**src/common/vrc_consts.svh**
```systemverilog
// Constants for the voltage reference control block
`ifndef VRC_CONSTS_SVH
`define VRC_CONSTS_SVH
`define VRC_ADDR_CTRL       4'h0
`define VRC_ADDR_IRQ_STATUS 4'h1
`define VRC_ADDR_IRQ_MASK   4'h2
`define VRC_ADDR_GAIN_STAT  4'h3
`define VRC_BIT_ENABLE      7
`define VRC_BIT_READY       6
`define VRC_BIT_TEMP_EN     5
`define VRC_BIT_TEMP_RANGE  4
`define VRC_CMP_GAIN_HI     3
`define VRC_CMP_GAIN_LO     2
`define VRC_ADC_GAIN_HI     1
`define VRC_ADC_GAIN_LO     0
`define VRC_CTRL_RESET      8'h00
`define VRC_CTRL_WMASK      8'hBF
`define VRC_IRQ_WIDTH       2
`define VRC_IRQ_READY_RISE  0
`define VRC_IRQ_READY_FALL  1
`define VRC_SETTLE_NS       25000
`define VRC_CLK_PERIOD_NS   40
`define VRC_GAIN_OFF        2'h0
`define VRC_GAIN_X1         2'h1
`define VRC_GAIN_X2         2'h2
`define VRC_GAIN_X4         2'h3
`endif

```
**src/common/vrc_pkg.sv**
```systemverilog
// Types shared by the voltage reference control block
package vrc_pkg;
   typedef enum logic [1:0] {
      VRC_BUF_OFF = 2'h0,
      VRC_BUF_X1  = 2'h1,
      VRC_BUF_X2  = 2'h2,
      VRC_BUF_X4  = 2'h3
   } vrc_gain_t;

   typedef struct packed {
      logic      reference_enable;
      logic      temp_indicator_enable;
      logic      temp_indicator_range;
      vrc_gain_t comparator_path_gain;
      vrc_gain_t converter_path_gain;
   } vrc_ctrl_t;

   typedef struct packed {
      logic off;
      logic x1;
      logic x2;
      logic x4;
   } vrc_buf_sel_t;
endpackage

```
**src/hdl/vrc_gain_dec.sv**
```systemverilog
// Gain field decoder for one reference buffer path
`timescale 1ns/1ps
`include "vrc_consts.svh"
module vrc_gain_dec (
   input  wire logic           clk,
   input  wire logic           rst,
   input  wire logic           ref_on,
   input  vrc_pkg::vrc_gain_t  gain,
   output vrc_pkg::vrc_buf_sel_t sel
);
   import vrc_pkg::*;
   // 11=4x, 10=2x, 01=1x, 00=off; reference off forces the buffer off
   wire on  = ref_on && (gain != VRC_BUF_OFF);
   wire x1  = on && (gain == VRC_BUF_X1);
   wire x2  = on && (gain == VRC_BUF_X2);
   wire x4  = on && (gain == VRC_BUF_X4);

   // Registered so the analog switches never see decode glitches
   always_ff @(posedge clk) begin
      if (rst) begin
         sel <= '{off: 1'b1, x1: 1'b0, x2: 1'b0, x4: 1'b0};
      end else begin
         sel <= '{off: !on, x1: x1, x2: x2, x4: x4};
      end
   end
endmodule

```
**src/hdl/vrc_settle.sv**
```systemverilog
// Stabilization counter that delays the ready flag after enable
`timescale 1ns/1ps
`include "vrc_consts.svh"
module vrc_settle #(
   parameter int SETTLE_CYCLES = 625
) (
   input  wire logic clk,
   input  wire logic rst,
   input  wire logic enable,
   output logic      ready
);
   localparam int CW = $clog2(SETTLE_CYCLES + 1);
   localparam logic [CW-1:0] LAST = CW'(SETTLE_CYCLES);
   logic [CW-1:0] count_q;
   wire           done = (count_q == LAST);

   // Count while enabled, cleared whenever enable is low
   always_ff @(posedge clk) begin
      if (rst || !enable) begin
         count_q <= '0;
      end else if (!done) begin
         count_q <= count_q + CW'(1);
      end
   end

   // Ready only after the full interval and only while enabled
   always_ff @(posedge clk) begin
      if (rst) begin
         ready <= 1'b0;
      end else begin
         ready <= enable && done;
      end
   end
endmodule

```
**src/hdl/vrc_top.sv**
```systemverilog
// Voltage reference control register bank with ready tracking and interrupt
//
// Functional notes
// - Enable bit 7 turns reference on
// - Bit 6 reads ready, zero otherwise
// - Ready held low during stabilization interval
// - Bit 5 enables temperature indicator
// - Bit 4 selects four or two drops
// - Two independent gain buffers, 1x/2x/4x
// - Bits 3:2 comparator path gain decode
// - Bits 1:0 converter path gain decode
//
// Register map (four byte-wide indices)
//   Index 0: control byte
//     bit 7     reference enable, read/write
//     bit 6     reference ready, read-only, writes ignored
//     bit 5     temperature indicator enable
//     bit 4     temperature indicator range, one for high range
//     bits 3:2  comparator and DAC path buffer gain
//     bits 1:0  converter path buffer gain
//   Index 1: interrupt status, write one to clear
//     bit 0     ready rose
//     bit 1     ready fell
//   Index 2: interrupt mask, same layout as the status
//   Index 3: gain status, read-only
//     bits 7:4  comparator path select, x4 x2 x1 off
//     bits 3:0  converter path select, x4 x2 x1 off
//   Other indices read as zero and ignore writes
//
// Gain field coding, both paths alike
//   11 four times, 10 two times, 01 unity, 00 buffer off
//   A disabled reference forces both buffers to off
//
// Timing
//   Writes land at the edge that samples the strobe
//   Read data stand in the cycle after the read strobe only
//   Enable and temperature indicator outputs trail the control byte by one cycle
//   Buffer selects trail by two cycles, decoder plus output stage
//   Ready rises a settle interval plus one cycle after the enable lands
//   Ready drops one cycle after the enable is cleared
//
// Interrupts
//   A new event wins over a clear in the same cycle
//   The interrupt line follows next-state status, one cycle late
//
// Limitations
//   The settle interval is a count of clock cycles only; it does
//   not track supply or temperature, so pick SETTLE_NS with margin
//   The ready flag says nothing about the reference level itself
//   Buffer output levels are not checked against the supply here
`timescale 1ns/1ps
`include "vrc_consts.svh"
module vrc_top #(
   parameter int SETTLE_NS = `VRC_SETTLE_NS
) (
   input  wire logic            clk,
   input  wire logic            rst,
   input  wire logic [3:0]      reg_addr,
   input  wire logic [7:0]      reg_wdata,
   input  wire logic            reg_wr,
   input  wire logic            reg_rd,
   output logic [7:0]           reg_rdata,
   output logic                 irq,
   output logic                 reference_on,
   output logic                 reference_ready,
   output logic                 temp_indicator_on,
   output logic                 temp_indicator_high_range,
   output vrc_pkg::vrc_buf_sel_t comparator_buf,
   output vrc_pkg::vrc_buf_sel_t converter_buf
);
   import vrc_pkg::*;

   // Least time rounds up to whole cycles, never below one
   localparam int SETTLE_RAW =
      (SETTLE_NS + `VRC_CLK_PERIOD_NS - 1) / `VRC_CLK_PERIOD_NS;
   localparam int SETTLE_CYCLES = (SETTLE_RAW < 1) ? 1 : SETTLE_RAW;

   // Stored control fields; the ready position has no storage
   vrc_ctrl_t                  ctrl_q;
   // Interrupt status and mask, one bit per ready event
   logic [`VRC_IRQ_WIDTH-1:0]  irq_stat_q;
   logic [`VRC_IRQ_WIDTH-1:0]  irq_mask_q;
   // Ready level one cycle back, for edge detection
   logic                       ready_prev_q;
   // Ready flag straight from the settle counter
   logic                       ready_w;
   // Registered buffer selects from the two decoders
   vrc_buf_sel_t               cmp_sel_w;
   vrc_buf_sel_t               adc_sel_w;

   // Address decode
   wire sel_ctrl = (reg_addr == `VRC_ADDR_CTRL);
   wire sel_stat = (reg_addr == `VRC_ADDR_IRQ_STATUS);
   wire sel_mask = (reg_addr == `VRC_ADDR_IRQ_MASK);
   wire sel_gain = (reg_addr == `VRC_ADDR_GAIN_STAT);

   // Write strobes per register; the gain status index takes no writes
   wire wr_ctrl  = reg_wr && sel_ctrl;
   wire wr_stat  = reg_wr && sel_stat;
   wire wr_mask  = reg_wr && sel_mask;

   // Ready flag events for the interrupt logic
   wire ready_rise = ready_w && !ready_prev_q;
   wire ready_fall = !ready_w && ready_prev_q;
   wire [`VRC_IRQ_WIDTH-1:0] irq_evt = {ready_fall, ready_rise};

   // Write-one-to-clear mask for the status bits
   wire [`VRC_IRQ_WIDTH-1:0] irq_clr =
      wr_stat ? reg_wdata[`VRC_IRQ_WIDTH-1:0] : '0;

   // Control byte as software sees it; ready bit is read-only
   wire [7:0] ctrl_view = {ctrl_q.reference_enable, ready_w,
                           ctrl_q.temp_indicator_enable, ctrl_q.temp_indicator_range,
                           ctrl_q.comparator_path_gain, ctrl_q.converter_path_gain};
   // Gain status byte: one-hot selects of both buffers, off in the low bit
   wire [7:0] gain_view = {cmp_sel_w.x4, cmp_sel_w.x2, cmp_sel_w.x1, cmp_sel_w.off,
                           adc_sel_w.x4, adc_sel_w.x2, adc_sel_w.x1, adc_sel_w.off};
   // Status and mask widened to a byte, upper bits read as zero
   wire [7:0] stat_view = {{(8-`VRC_IRQ_WIDTH){1'b0}}, irq_stat_q};
   wire [7:0] mask_view = {{(8-`VRC_IRQ_WIDTH){1'b0}}, irq_mask_q};

   // Read selection; unmapped indices read as zero
   wire [7:0] rd_mux =
      sel_ctrl ? ctrl_view :
      sel_stat ? stat_view :
      sel_mask ? mask_view :
      sel_gain ? gain_view : 8'h00;

   // Write data split into named fields; bit 6 is never stored
   wire       wd_enable   = reg_wdata[`VRC_BIT_ENABLE];
   wire       wd_temp_en  = reg_wdata[`VRC_BIT_TEMP_EN];
   wire       wd_temp_rng = reg_wdata[`VRC_BIT_TEMP_RANGE];
   wire [1:0] wd_cmp_gain = reg_wdata[`VRC_CMP_GAIN_HI:`VRC_CMP_GAIN_LO];
   wire [1:0] wd_adc_gain = reg_wdata[`VRC_ADC_GAIN_HI:`VRC_ADC_GAIN_LO];

   // Reset image of the control byte, picked apart per field
   wire [7:0] ctrl_rst = `VRC_CTRL_RESET;

   // Reference enable; the settle counter restarts from its rise
   always_ff @(posedge clk) begin
      if (rst) begin
         ctrl_q.reference_enable <= ctrl_rst[`VRC_BIT_ENABLE];
      end else if (wr_ctrl) begin
         ctrl_q.reference_enable <= wd_enable;
      end
   end

   // Temperature indicator enable
   always_ff @(posedge clk) begin
      if (rst) begin
         ctrl_q.temp_indicator_enable <= ctrl_rst[`VRC_BIT_TEMP_EN];
      end else if (wr_ctrl) begin
         ctrl_q.temp_indicator_enable <= wd_temp_en;
      end
   end

   // Temperature indicator range, one for four junction drops
   always_ff @(posedge clk) begin
      if (rst) begin
         ctrl_q.temp_indicator_range <= ctrl_rst[`VRC_BIT_TEMP_RANGE];
      end else if (wr_ctrl) begin
         ctrl_q.temp_indicator_range <= wd_temp_rng;
      end
   end

   // Comparator and DAC path gain field
   always_ff @(posedge clk) begin
      if (rst) begin
         ctrl_q.comparator_path_gain <= vrc_gain_t'(ctrl_rst[`VRC_CMP_GAIN_HI:`VRC_CMP_GAIN_LO]);
      end else if (wr_ctrl) begin
         ctrl_q.comparator_path_gain <= vrc_gain_t'(wd_cmp_gain);
      end
   end

   // Converter path gain field
   always_ff @(posedge clk) begin
      if (rst) begin
         ctrl_q.converter_path_gain <= vrc_gain_t'(ctrl_rst[`VRC_ADC_GAIN_HI:`VRC_ADC_GAIN_LO]);
      end else if (wr_ctrl) begin
         ctrl_q.converter_path_gain <= vrc_gain_t'(wd_adc_gain);
      end
   end

   // Stabilization interval before ready
   vrc_settle #(
      .SETTLE_CYCLES (SETTLE_CYCLES)
   ) u_settle (
      .clk    (clk),
      .rst    (rst),
      .enable (ctrl_q.reference_enable),
      .ready  (ready_w)
   );

   // Two independent buffers, each with its own field
   vrc_gain_dec u_cmp_dec (                  // Comparator and DAC path
      .clk    (clk),
      .rst    (rst),
      .ref_on (ctrl_q.reference_enable),
      .gain   (ctrl_q.comparator_path_gain),
      .sel    (cmp_sel_w)
   );
   vrc_gain_dec u_adc_dec (                  // Converter path
      .clk    (clk),
      .rst    (rst),
      .ref_on (ctrl_q.reference_enable),
      .gain   (ctrl_q.converter_path_gain),
      .sel    (adc_sel_w)
   );

   // Previous ready level, for the rise and fall events
   // Reset low like the ready flag, so no false edge follows reset
   always_ff @(posedge clk) begin
      if (rst) begin
         ready_prev_q <= 1'b0;
      end else begin
         ready_prev_q <= ready_w;
      end
   end

   // Status next value: a new event wins over a same-cycle clear
   wire [`VRC_IRQ_WIDTH-1:0] irq_stat_d = (irq_stat_q & ~irq_clr) | irq_evt;
   wire [`VRC_IRQ_WIDTH-1:0] irq_mask_d =
      wr_mask ? reg_wdata[`VRC_IRQ_WIDTH-1:0] : irq_mask_q;

   // One sticky status bit and one mask bit per event
   genvar ev;
   generate
      for (ev = 0; ev < `VRC_IRQ_WIDTH; ev = ev + 1) begin : g_irq_bit
         // Status bit holds until software writes a one to it
         always_ff @(posedge clk) begin
            if (rst) begin
               irq_stat_q[ev] <= 1'b0;
            end else begin
               irq_stat_q[ev] <= irq_stat_d[ev];
            end
         end

         // Mask bit, same layout as the status bit
         always_ff @(posedge clk) begin
            if (rst) begin
               irq_mask_q[ev] <= 1'b0;
            end else begin
               irq_mask_q[ev] <= irq_mask_d[ev];
            end
         end
      end
   endgenerate

   // Read data stand only in the cycle after the strobe
   // Zero otherwise, so a stale value is never mistaken for an answer
   wire [7:0] rdata_d = reg_rd ? rd_mux : 8'h00;

   // Read data register
   always_ff @(posedge clk) begin
      if (rst) begin
         reg_rdata <= 8'h00;
      end else begin
         reg_rdata <= rdata_d;
      end
   end

   // Interrupt from next-state status, so it lines up with the status bit
   wire irq_d = |(irq_stat_d & irq_mask_q);

   // Interrupt level, high while an unmasked status bit is set
   // Registered so the line never glitches on a write
   always_ff @(posedge clk) begin
      if (rst) begin
         irq <= 1'b0;
      end else begin
         irq <= irq_d;
      end
   end

   // Reference on, one cycle behind the control byte
   // Kept apart from the decoders so it can lead the buffers
   always_ff @(posedge clk) begin
      if (rst) begin
         reference_on <= 1'b0;
      end else begin
         reference_on <= ctrl_q.reference_enable;
      end
   end

   // Ready flag as seen outside, one cycle behind the counter
   // The register view reads the counter side, one cycle earlier
   always_ff @(posedge clk) begin
      if (rst) begin
         reference_ready <= 1'b0;
      end else begin
         reference_ready <= ready_w;
      end
   end

   // Temperature indicator enable
   // No interlock with the reference; software orders the two
   always_ff @(posedge clk) begin
      if (rst) begin
         temp_indicator_on <= 1'b0;
      end else begin
         temp_indicator_on <= ctrl_q.temp_indicator_enable;
      end
   end

   // Temperature indicator range, high for four drops
   // High range needs more supply headroom than low range
   always_ff @(posedge clk) begin
      if (rst) begin
         temp_indicator_high_range <= 1'b0;
      end else begin
         temp_indicator_high_range <= ctrl_q.temp_indicator_range;
      end
   end

   // Comparator path buffer select, resets to off
   // One-hot, so the analog side never sees two gains at once
   always_ff @(posedge clk) begin
      if (rst) begin
         comparator_buf <= '{off: 1'b1, x1: 1'b0, x2: 1'b0, x4: 1'b0};
      end else begin
         comparator_buf <= cmp_sel_w;
      end
   end

   // Converter path buffer select, resets to off
   // Independent of the comparator path select
   always_ff @(posedge clk) begin
      if (rst) begin
         converter_buf <= '{off: 1'b1, x1: 1'b0, x2: 1'b0, x4: 1'b0};
      end else begin
         converter_buf <= adc_sel_w;
      end
   end
endmodule

```
**config.mk**
```make
export PLATFORM = sky130hd
export DESIGN_NAME = vrc_top
export DESIGN_NICKNAME = d
export VERILOG_FILES = /design/src/common/vrc_pkg.sv /design/src/hdl/vrc_gain_dec.sv /design/src/hdl/vrc_settle.sv /design/src/hdl/vrc_top.sv
export VERILOG_INCLUDE_DIRS = /design/src /design/src/common
export SDC_FILE = /design/constraint.sdc
export NUM_CORES = 1
export LEC_CHECK = 0
export ABC_AREA = 1
export BUFFER_PORTS_ARGS = -buffer_cell sky130_fd_sc_hd__buf_2
export CAP_MARGIN = 30
export CELL_PAD_IN_SITES_DETAIL_PLACEMENT = 0
export CELL_PAD_IN_SITES_GLOBAL_PLACEMENT = 1
export CORE_ASPECT_RATIO = 1.75
export CORE_MARGIN = 5
export CORE_UTILIZATION = 41
export CTS_BUF_LIST = sky130_fd_sc_hd__clkbuf_4
export CTS_CLUSTER_SIZE = 28
export DETAILED_ROUTE_END_ITERATION = 8
export PLACE_DENSITY = 0.93
export SLEW_MARGIN = 20
export SYNTH_ARGS = -nofsm -noshare
export SYNTH_HDL_FRONTEND = slang
export SYNTH_HIERARCHICAL = 1
export SYNTH_SLANG_ARGS = --single-unit
```
**constraint.sdc**
```tcl
create_clock -name clk -period 1.4 [get_ports clk]
set_input_delay 0.21 -clock clk [delete_from_list [all_inputs] [get_ports clk]]
set_output_delay 0.21 -clock clk [all_outputs]
set_load 0.01 [all_outputs]
```
* Word level (Yosys, flattened, before mapping)
Cells that the tools add are included.
** Cells by class
- Div/mod/pow operators :: 0
- $mul :: 0
- Add/sub/neg operators :: 1
- Order comparisons :: 0
- Eq/ne operators :: 10
- Muxes and demuxes :: 5
- Bitwise operators :: 5
- Reductions and logical operators :: 25
- Shifts and indexed selects :: 0
** Operator list (count)
- $mux 8 :: 4
- $logic_and 1x1->1 :: 14
- $add 10x1->10 const B :: 1
- $eq 10x10->1 const B :: 1
- $eq 2x2->1 const B :: 4
- $eq 4x2->1 const B :: 2
- $logic_not 1->1 :: 5
- $and 2x2->2 :: 2
- $eq 2x1->1 const B :: 2
- $eq 4x1->1 const B :: 1
- $logic_not 4->1 :: 1
- $reduce_bool 2->1 :: 2
- $reduce_or 2->1 :: 2
- $mux 2 :: 1
- $not 2->2 :: 1
- $or 2x2->2 :: 1
- $logic_or 1x1->1 :: 1
- $not 1->1 :: 1
** Word-level totals
- Word-level logic and storage cells :: 79
- Latch bits :: 0
- Memories kept :: 0
- Bits in read-only memories :: 0
- Bits in writable memories :: 0
- Output and inout bits :: 21
- Register bits :: 51

* Depth between registers and ports, before layout
Gate-level depths: netlist of the first run.
- Word-level depth :: 8
- Mapped depth :: 8
- Mapped depth without buffers :: 8

* By module
Netlist of the first run, hierarchy kept.
** Modules (own cells, without submodules)
- vrc_top :: instances 1, area an instance 1196.1 sq um, cells an instance 149, sequential area each 640.6 sq um
- vrc_settle :: instances 1, area an instance 569.3 sq um, cells an instance 82, sequential area each 220.2 sq um
- vrc_gain_dec :: instances 2, area an instance 135.1 sq um, cells an instance 18, sequential area each 80.1 sq um

* Least setup slack after synthesis of the first run
No wires, ideal clock.
- Kind :: register to register
- From :: register u_settle.count_q[0]
- To :: register u_settle.count_q[6]
- Period minus slack after synthesis :: 1100 ps
- Cell stages (with the launch flop) :: 6
- Path buffers :: 0
- Data arrival time :: 982 ps
- Slack :: 300 ps
- Path through :: dfxtp_1 > ha_1 > nand3_2 > nor2_2 > xnor2_1 > nor2_1
** On the way
- Cells in the longest elaborated chain, start to end :: 1
** Ends and longest elaborated chain
- start: declaration :: RTL line vrc_settle.sv:14 : logic [CW-1:0] count_q;
- start signal: assignment :: RTL line vrc_settle.sv:22 : count_q <= count_q + CW'(1);
- $add 10x1->10 or $eq 10x10->1 (tied branches) :: RTL line vrc_settle.sv:22, vrc_settle.sv:15
Several ways; a longest one is shown, not always the timed one.
A chain may end at the register's enable or synchronous reset.

* Final worst setup path of the first run
- From :: register u_settle.count_q[0]
- To :: register u_settle.count_q[1]
Same word-level chain as after synthesis.

==> metrics, run 1 <==
switching part of the total power=0.2470; PnR worst setup slack=0.1430 ns; grt total ovfl=0; final core occ=0.4788; worst setup path end=u_settle/count_q[1]; Vias=1727; FF/Latch Area=1021 um^2; Worst setup EP type=register; die height=103.2 um; global-route wire length before repair=7003 um; Final Power=2.271 mW; Cell Count, Final, Fillers Out=364; CP Class=reg -> reg; layout net count=327; area growth from synthesis to layout=15.06%; clk buf depth=2; Avg Cell Area, Syn=7.624 um^2; slowest stage cell on the critical path=dfxtp_1; Clock power frac=0.310; Hold/Removal Path Class=in -> reg; Int Power=1.710 mW; sequential element share of the synthesized area=0.5015; post-route setup TNS=0 ns; Setup Skew=0.01313 ns; Crit path required time=1.73 ns; most frequent cells after synthesis=51 x dfxtp_1, 51 x nand2_1, 41 x inv_1; largest net degree at the start of global routing=19; area of the multi-input gates=793.3 um^2; Area contributors post-synth=dfxtp_1 50%, nand2_1 9.4%, inv_1 7.6%; vias per inst=4.745; Starting Density=0.4161; pre-CTS WS=0.1605 ns; CP peak stage delay=0.44 ns; GRT Total Usage=0.1348; H-tree depth=2; Main synth FF type=dfxtp_1; first-iteration detailed-routing DRC count=46; input/output buffers=35; # placed instances=356; number of synthesized flops with an enable pin=0; Final setup viols=0; later-pin clock latency in the skew report=0.37 ns; HPWL Detailed=3213 um; Max-cap violations=0; FP Rows=34; Comb power frac=0.047; IO Pins=37; largest area contributor in the netlist=dfxtp_1; status=completed; pwr dens=969.7 nW/um^2; WP data arrival=1.58 ns; LEAKAGE=0.9475 nW; Gate Count Post-Synth=267; FILL cells=498; Buffers & Inverters on Critical Path=1; Max Clk Rate=795.5 MHz; CP startpoint=u_settle/count_q[0]; Reg power frac=0.644; number of detailed-route iterations in the first pass=4; CTS clk-pin slew, worst paths=0.16 ns; CTS root buf=clkbuf_4; Synth cell types=26; Worst Tran Pin Value=0.2678 ns; sw power=560.9 uW; CP cell instances=ha_1, nand2_1, nor2_1, inv_1, nor2_1, nand3_1, nand2_1; Synth top area share=0.5015; reg-to-reg setup timing slack=0.14 ns; vias in the first global route=1666; Sink Count=51; worst reg2reg endpoint=u_settle/count_q[1]; Die Wd=63.27 um; share of cells above drive strength 1=0.2129; antenna violations before repair=0; drt drc=0; final worst-path cycle share=0.8979; CTS Hold Bufs=0; RD Place Congestion=0.8258; ANT cells=0; Final Hold Vio Count=0; startpoint types=register; PostCTS Resize Cnt=0; Worst R2R Start=u_settle/count_q[0]; number of post-CTS setup repair buffers=0; DR WL/cell=11.28 um; RSZ-0062 raised after global routing=false; Tmin final=1.257 ns; full die area=6530 um^2; Final Slew Violations=0; R2R depth=7; Post-Route WL=4107 um; TritonCTS clock tree=done; worst-path fanout max=5; delay-heaviest family, CP=simple AND/OR/NAND/NOR gates; flops & latches, synth=51; syn nets=285; CTS Buf Count=5; WP depth=7; Slew HR=0.8211; VDD IR max=0.7725 mV; core area=4892 um^2; ys async rst share=0; yosys synthesis warning count=6; mapped cell area=2036 um^2; ANT nets after route=0
through the flow:
step                hold slack, ns  instance area, um^2
global route               0.06121                 2342
floorplan                   0.2941                 2036
CTS                        0.07440                 2342
finish                     0.09120                 2342
detailed placement          0.4044                 2276
global placement            0.4060                 2276
placed cells by master, fill, tap and decap left out, types with 5 or more instances in the layout:
master	n
nand2_1	51
dfxtp_1	51
inv_1	41
nor2_1	40
buf_2	35
a21oi_1	19
nand3_1	16
nand4_1	9
buf_4	6
clkbuf_4	5
layout make-up:
cell class | count | area share
Clock inverter | 3 | 0.01229
Multi-Input combinational cell | 164 | 0.3387
Inverter | 46 | 0.07425
Sequential cell | 51 | 0.4359
Tap cell | 54 | 0.02885
Timing Repair Buffer | 41 | 0.09402
Clock buffer | 5 | 0.01603
worst min-delay path by stage:
stage                           from           endpoint  slack [ns]  cells past startpoint
floorplan                        rst    reference_ready        0.29                      1
global placement    u_cmp_dec/sel[3]  comparator_buf[3]        0.41                      2
detailed placement  u_cmp_dec/sel[3]  comparator_buf[3]        0.40                      2
CTS                     reg_wdata[5]          ctrl_q[5]        0.07                      3
global route            reg_wdata[4]          ctrl_q[4]        0.06                      3
finish                  reg_wdata[5]          ctrl_q[5]        0.09                      3
cells by family after synthesis:
kind of cell,Yosys count,synth area share
AND/OR/NAND/NOR,130,0.2907
buffers and inverters,52,0.1088
XOR/XNOR,3,0.01291
adder cells (fa/ha/maj),2,0.01229
flip-flops,51,0.5015
AO/OA/AOI/OAI,29,0.07375
power groups by stage:
| stage | Sequential, mW | Combinational [mW] | Clock (mW) |
|---|---|---|---|
| floorplan | 1.49 | 0.0609 | 0 |
| global placement | 1.49 | 0.106 | 0 |
| detailed placement | 1.49 | 0.107 | 0 |
| CTS | 1.46 | 0.107 | 0.739 |
| global route | 1.46 | 0.118 | 0.797 |
| finish | 1.46 | 0.106 | 0.703 |
state kept, by name, indices dropped and copies added (netlist names), 2 cells and up:
name              cells
u_settle/count_q     10
reg_rdata             8
ctrl_q                7
comparator_buf        4
converter_buf         4
u_adc_dec/sel         4
u_cmp_dec/sel         4
irq_mask_q            2
irq_stat_q            2
tightest hold or removal path: stages:
cell	delay [ns]
buf_2	0.10
nand3_1	0.07
a21oi_1	0.06
routing by layer:
metal	global-route usage	share of wire	up-vias	wire length, um
met5	0	0	-	0
met4	0.08320	0.034	0	138
met3	0.03243	0.049	9	201
met2	0.2530	0.54	49	2214
met1	0.1313	0.38	756	1553
li1	-	-	913	-
Power figures use the tool's default switching activity.
==> run 2: changes to the inputs <==
--- a/config.mk
+++ b/config.mk
@@ -8,7 +8,7 @@
 export LEC_CHECK = 0
 export ABC_AREA = 1
 export BUFFER_PORTS_ARGS = -buffer_cell sky130_fd_sc_hd__buf_2
-export CAP_MARGIN = 30
+export CAP_MARGIN = 25
 export CELL_PAD_IN_SITES_DETAIL_PLACEMENT = 0
 export CELL_PAD_IN_SITES_GLOBAL_PLACEMENT = 1
 export CORE_ASPECT_RATIO = 1.75
==> constraint.sdc (replaced) <==
create_clock -name clk -period 1.4 [get_ports clk]
set_input_delay 0.07 -clock clk [delete_from_list [all_inputs] [get_ports clk]]
set_output_delay 0.07 -clock clk [all_outputs]
set_load 0.01 [all_outputs]
==> metrics, run 2 (synthesis results as in run 1) <==
PostCTS Resize Cnt=0 (unchanged); WHS Endpoint=reg_rdata[3] (was ctrl_q[5]); switching part of the total power=0.2255 (was 0.2470); number of post-CTS setup repair buffers=0 (unchanged); input/output buffers=35 (unchanged); pwr dens=1006 nW/um^2 (was 969.7 nW/um^2); ANT cells=0 (unchanged); Vias=1759 (was 1727); die height=103.2 um (unchanged); # placed instances=355 (was 356); CP cell instances=ha_1, nand3_2, nor2_2, nand3_1, a21oi_1 (was ha_1, nand2_1, nor2_1, inv_1, nor2_1, nand3_1, nand2_1); CP peak stage delay=0.44 ns (about the same); status=completed (unchanged); Slew HR=0.7618 (was 0.8211); Setup Skew=0.01894 ns (was 0.01313 ns); Worst R2R Start=u_settle/count_q[0] (unchanged); global-route wire length before repair=7203 um (was 7003 um); RSZ-0062 raised after global routing=false (unchanged); Final Hold Vio Count=0 (unchanged); FP Rows=34 (unchanged); Worst Tran Pin Value=0.3574 ns (was 0.2678 ns); vias per inst=4.754 (was 4.745); WP data arrival=1.57 ns (was 1.58 ns); number of detailed-route iterations in the first pass=4 (unchanged); Die Wd=63.27 um (unchanged); Worst setup EP type=register (unchanged); Final Slew Violations=0 (unchanged); Cell Count, Final, Fillers Out=370 (was 364); post-route setup TNS=0 ns (unchanged); Top reg by flops=u_settle/count_q (unchanged); core area=4892 um^2 (unchanged); area of the multi-input gates=793.3 um^2 (unchanged); slowest stage cell on the critical path=dfxtp_1 (unchanged); commonest cells after routing, fill and taps aside=51 x nand2_1, 51 x dfxtp_1, 41 x inv_1 (unchanged); CTS clk-pin slew, worst paths=0.15 ns (was 0.16 ns); vias in the first global route=1685 (was 1666); CP startpoint=u_settle/count_q[0] (unchanged); Clock power frac=0.351 (was 0.310); later-pin clock latency in the skew report=0.37 ns (about the same); Hold WS=0.03390 ns (was 0.09120 ns); Sink Count=51 (unchanged); Comb power frac=0.049 (was 0.047); H-tree depth=2 (unchanged); reg-to-reg setup timing slack=0.15 ns (was 0.14 ns); LEAKAGE=0.9765 nW (was 0.9475 nW); largest net degree at the start of global routing=18 (was 19); IO Pins=37 (unchanged); R2R depth=5 (was 7); area growth from synthesis to layout=18.99% (was 15.06%); Final setup viols=0 (unchanged); startpoint types=register (unchanged); drt drc=0 (unchanged); HPWL Detailed=3244 um (was 3213 um); FF/Latch Area=1021 um^2 (unchanged); sw power=549.5 uW (was 560.9 uW); CTS Buf Count=5 (unchanged); GRT Total Usage=0.1387 (was 0.1348); worst reg2reg endpoint=u_settle/count_q[8] (was u_settle/count_q[1]); TritonCTS clock tree=done (unchanged); first-iteration detailed-routing DRC count=85 (was 46); FILL cells=505 (was 498); full die area=6530 um^2 (unchanged); CP Class=reg -> reg (unchanged); Post-Route WL=4216 um (was 4107 um); grt total ovfl=0 (unchanged); Starting Density=0.4161 (unchanged); worst hold path depth=3 (unchanged); antenna violations before repair=0 (unchanged); clk buf depth=2 (unchanged); Int Power=1.887 mW (was 1.710 mW); layout net count=333 (was 327); delay-heaviest family, CP=flip-flops (was simple AND/OR/NAND/NOR gates); Buffers & Inverters on Critical Path=0 (was 1); Final Power=2.437 mW (was 2.271 mW); number of flip-flops in the largest register=10 (unchanged); largest registers=u_settle/count_q: 10 flops, reg_rdata: 8 flops, ctrl_q: 7 flops (unchanged); Reg power frac=0.600 (was 0.644); share of cells above drive strength 1=0.2057 (was 0.2129); ANT nets after route=0 (unchanged); Crit path required time=1.72 ns (was 1.73 ns); CTS Hold Bufs=7 (was 0); Max-cap violations=0 (unchanged); Max Clk Rate=798.3 MHz (was 795.5 MHz); DP Area=2268 um^2 (was 2276 um^2); Hold/Removal Path Class=in -> reg (unchanged); DR WL/cell=11.39 um (was 11.28 um); final worst-path cycle share=0.8947 (was 0.8979); CTS root buf=clkbuf_4 (unchanged); Hold Crit Start=reg_addr[0] (was reg_wdata[5]); RD Place Congestion=0.8429 (was 0.8258); final instance area=2422 um^2 (was 2342 um^2); VDD IR max=0.8772 mV (was 0.7725 mV); Tmin final=1.253 ns (was 1.257 ns); worst-path fanout max=5 (unchanged)
-- run 2: power by group through the flow --
stage	Combinational [mW]	Clock (mW)	Sequential [mW]
CTS	0.120	0.883	1.46
floorplan	0.0609	0	1.49
finish	0.120	0.855	1.46
detailed placement	0.105	0	1.49
global placement	0.105	0	1.49
global route	0.133	0.948	1.46
-- run 2: worst reg2reg max path, cell delays in order, from the launching register on --
cell     delay, ns
dfxtp_1       0.44
ha_1          0.23
nand3_2       0.11
nor2_2        0.17
nand3_1       0.11
a21oi_1       0.16
-- run 2: cell type report --
class,count,share of cell area
Tap cell,54,0.02789
Sequential cell,51,0.4215
Timing Repair Buffer,47,0.1167
Multi-Input combinational cell,164,0.3275
Inverter,46,0.07180
Clock buffer,5,0.01550
Clock inverter,3,0.01911
-- run 2: worst max path at each step --
| stage | end | slack (ns) | cells past startpoint |
|---|---|---|---|
| after floorplan | u_settle/count_q[6] | 0.30 | 5 |
| after global placement | u_settle/count_q[6] | 0.23 | 5 |
| after detailed placement | u_settle/count_q[6] | 0.19 | 5 |
| after CTS | u_settle/count_q[0] | 0.16 | 7 |
| after global routing | u_settle/count_q[0] | 0.03 | 7 |
| final | u_settle/count_q[8] | 0.15 | 5 |
-- run 2: metal layers --
layer,track usage,share of wire
met3,0.03243,0.052
met5,0,0
met4,0.06880,0.029
met1,0.1401,0.38
met2,0.2632,0.54
-- run 2: stage by stage --
stage	util	worst slack, ns
6_report	0.4951	0.1474
5_1_grt	0.4951	0.03070
4_1_cts	0.4951	0.1580
3_3_place_gp	0.4637	0.2304
2_1_floorplan	-	0.3002
3_5_place_dp	0.4637	0.1855
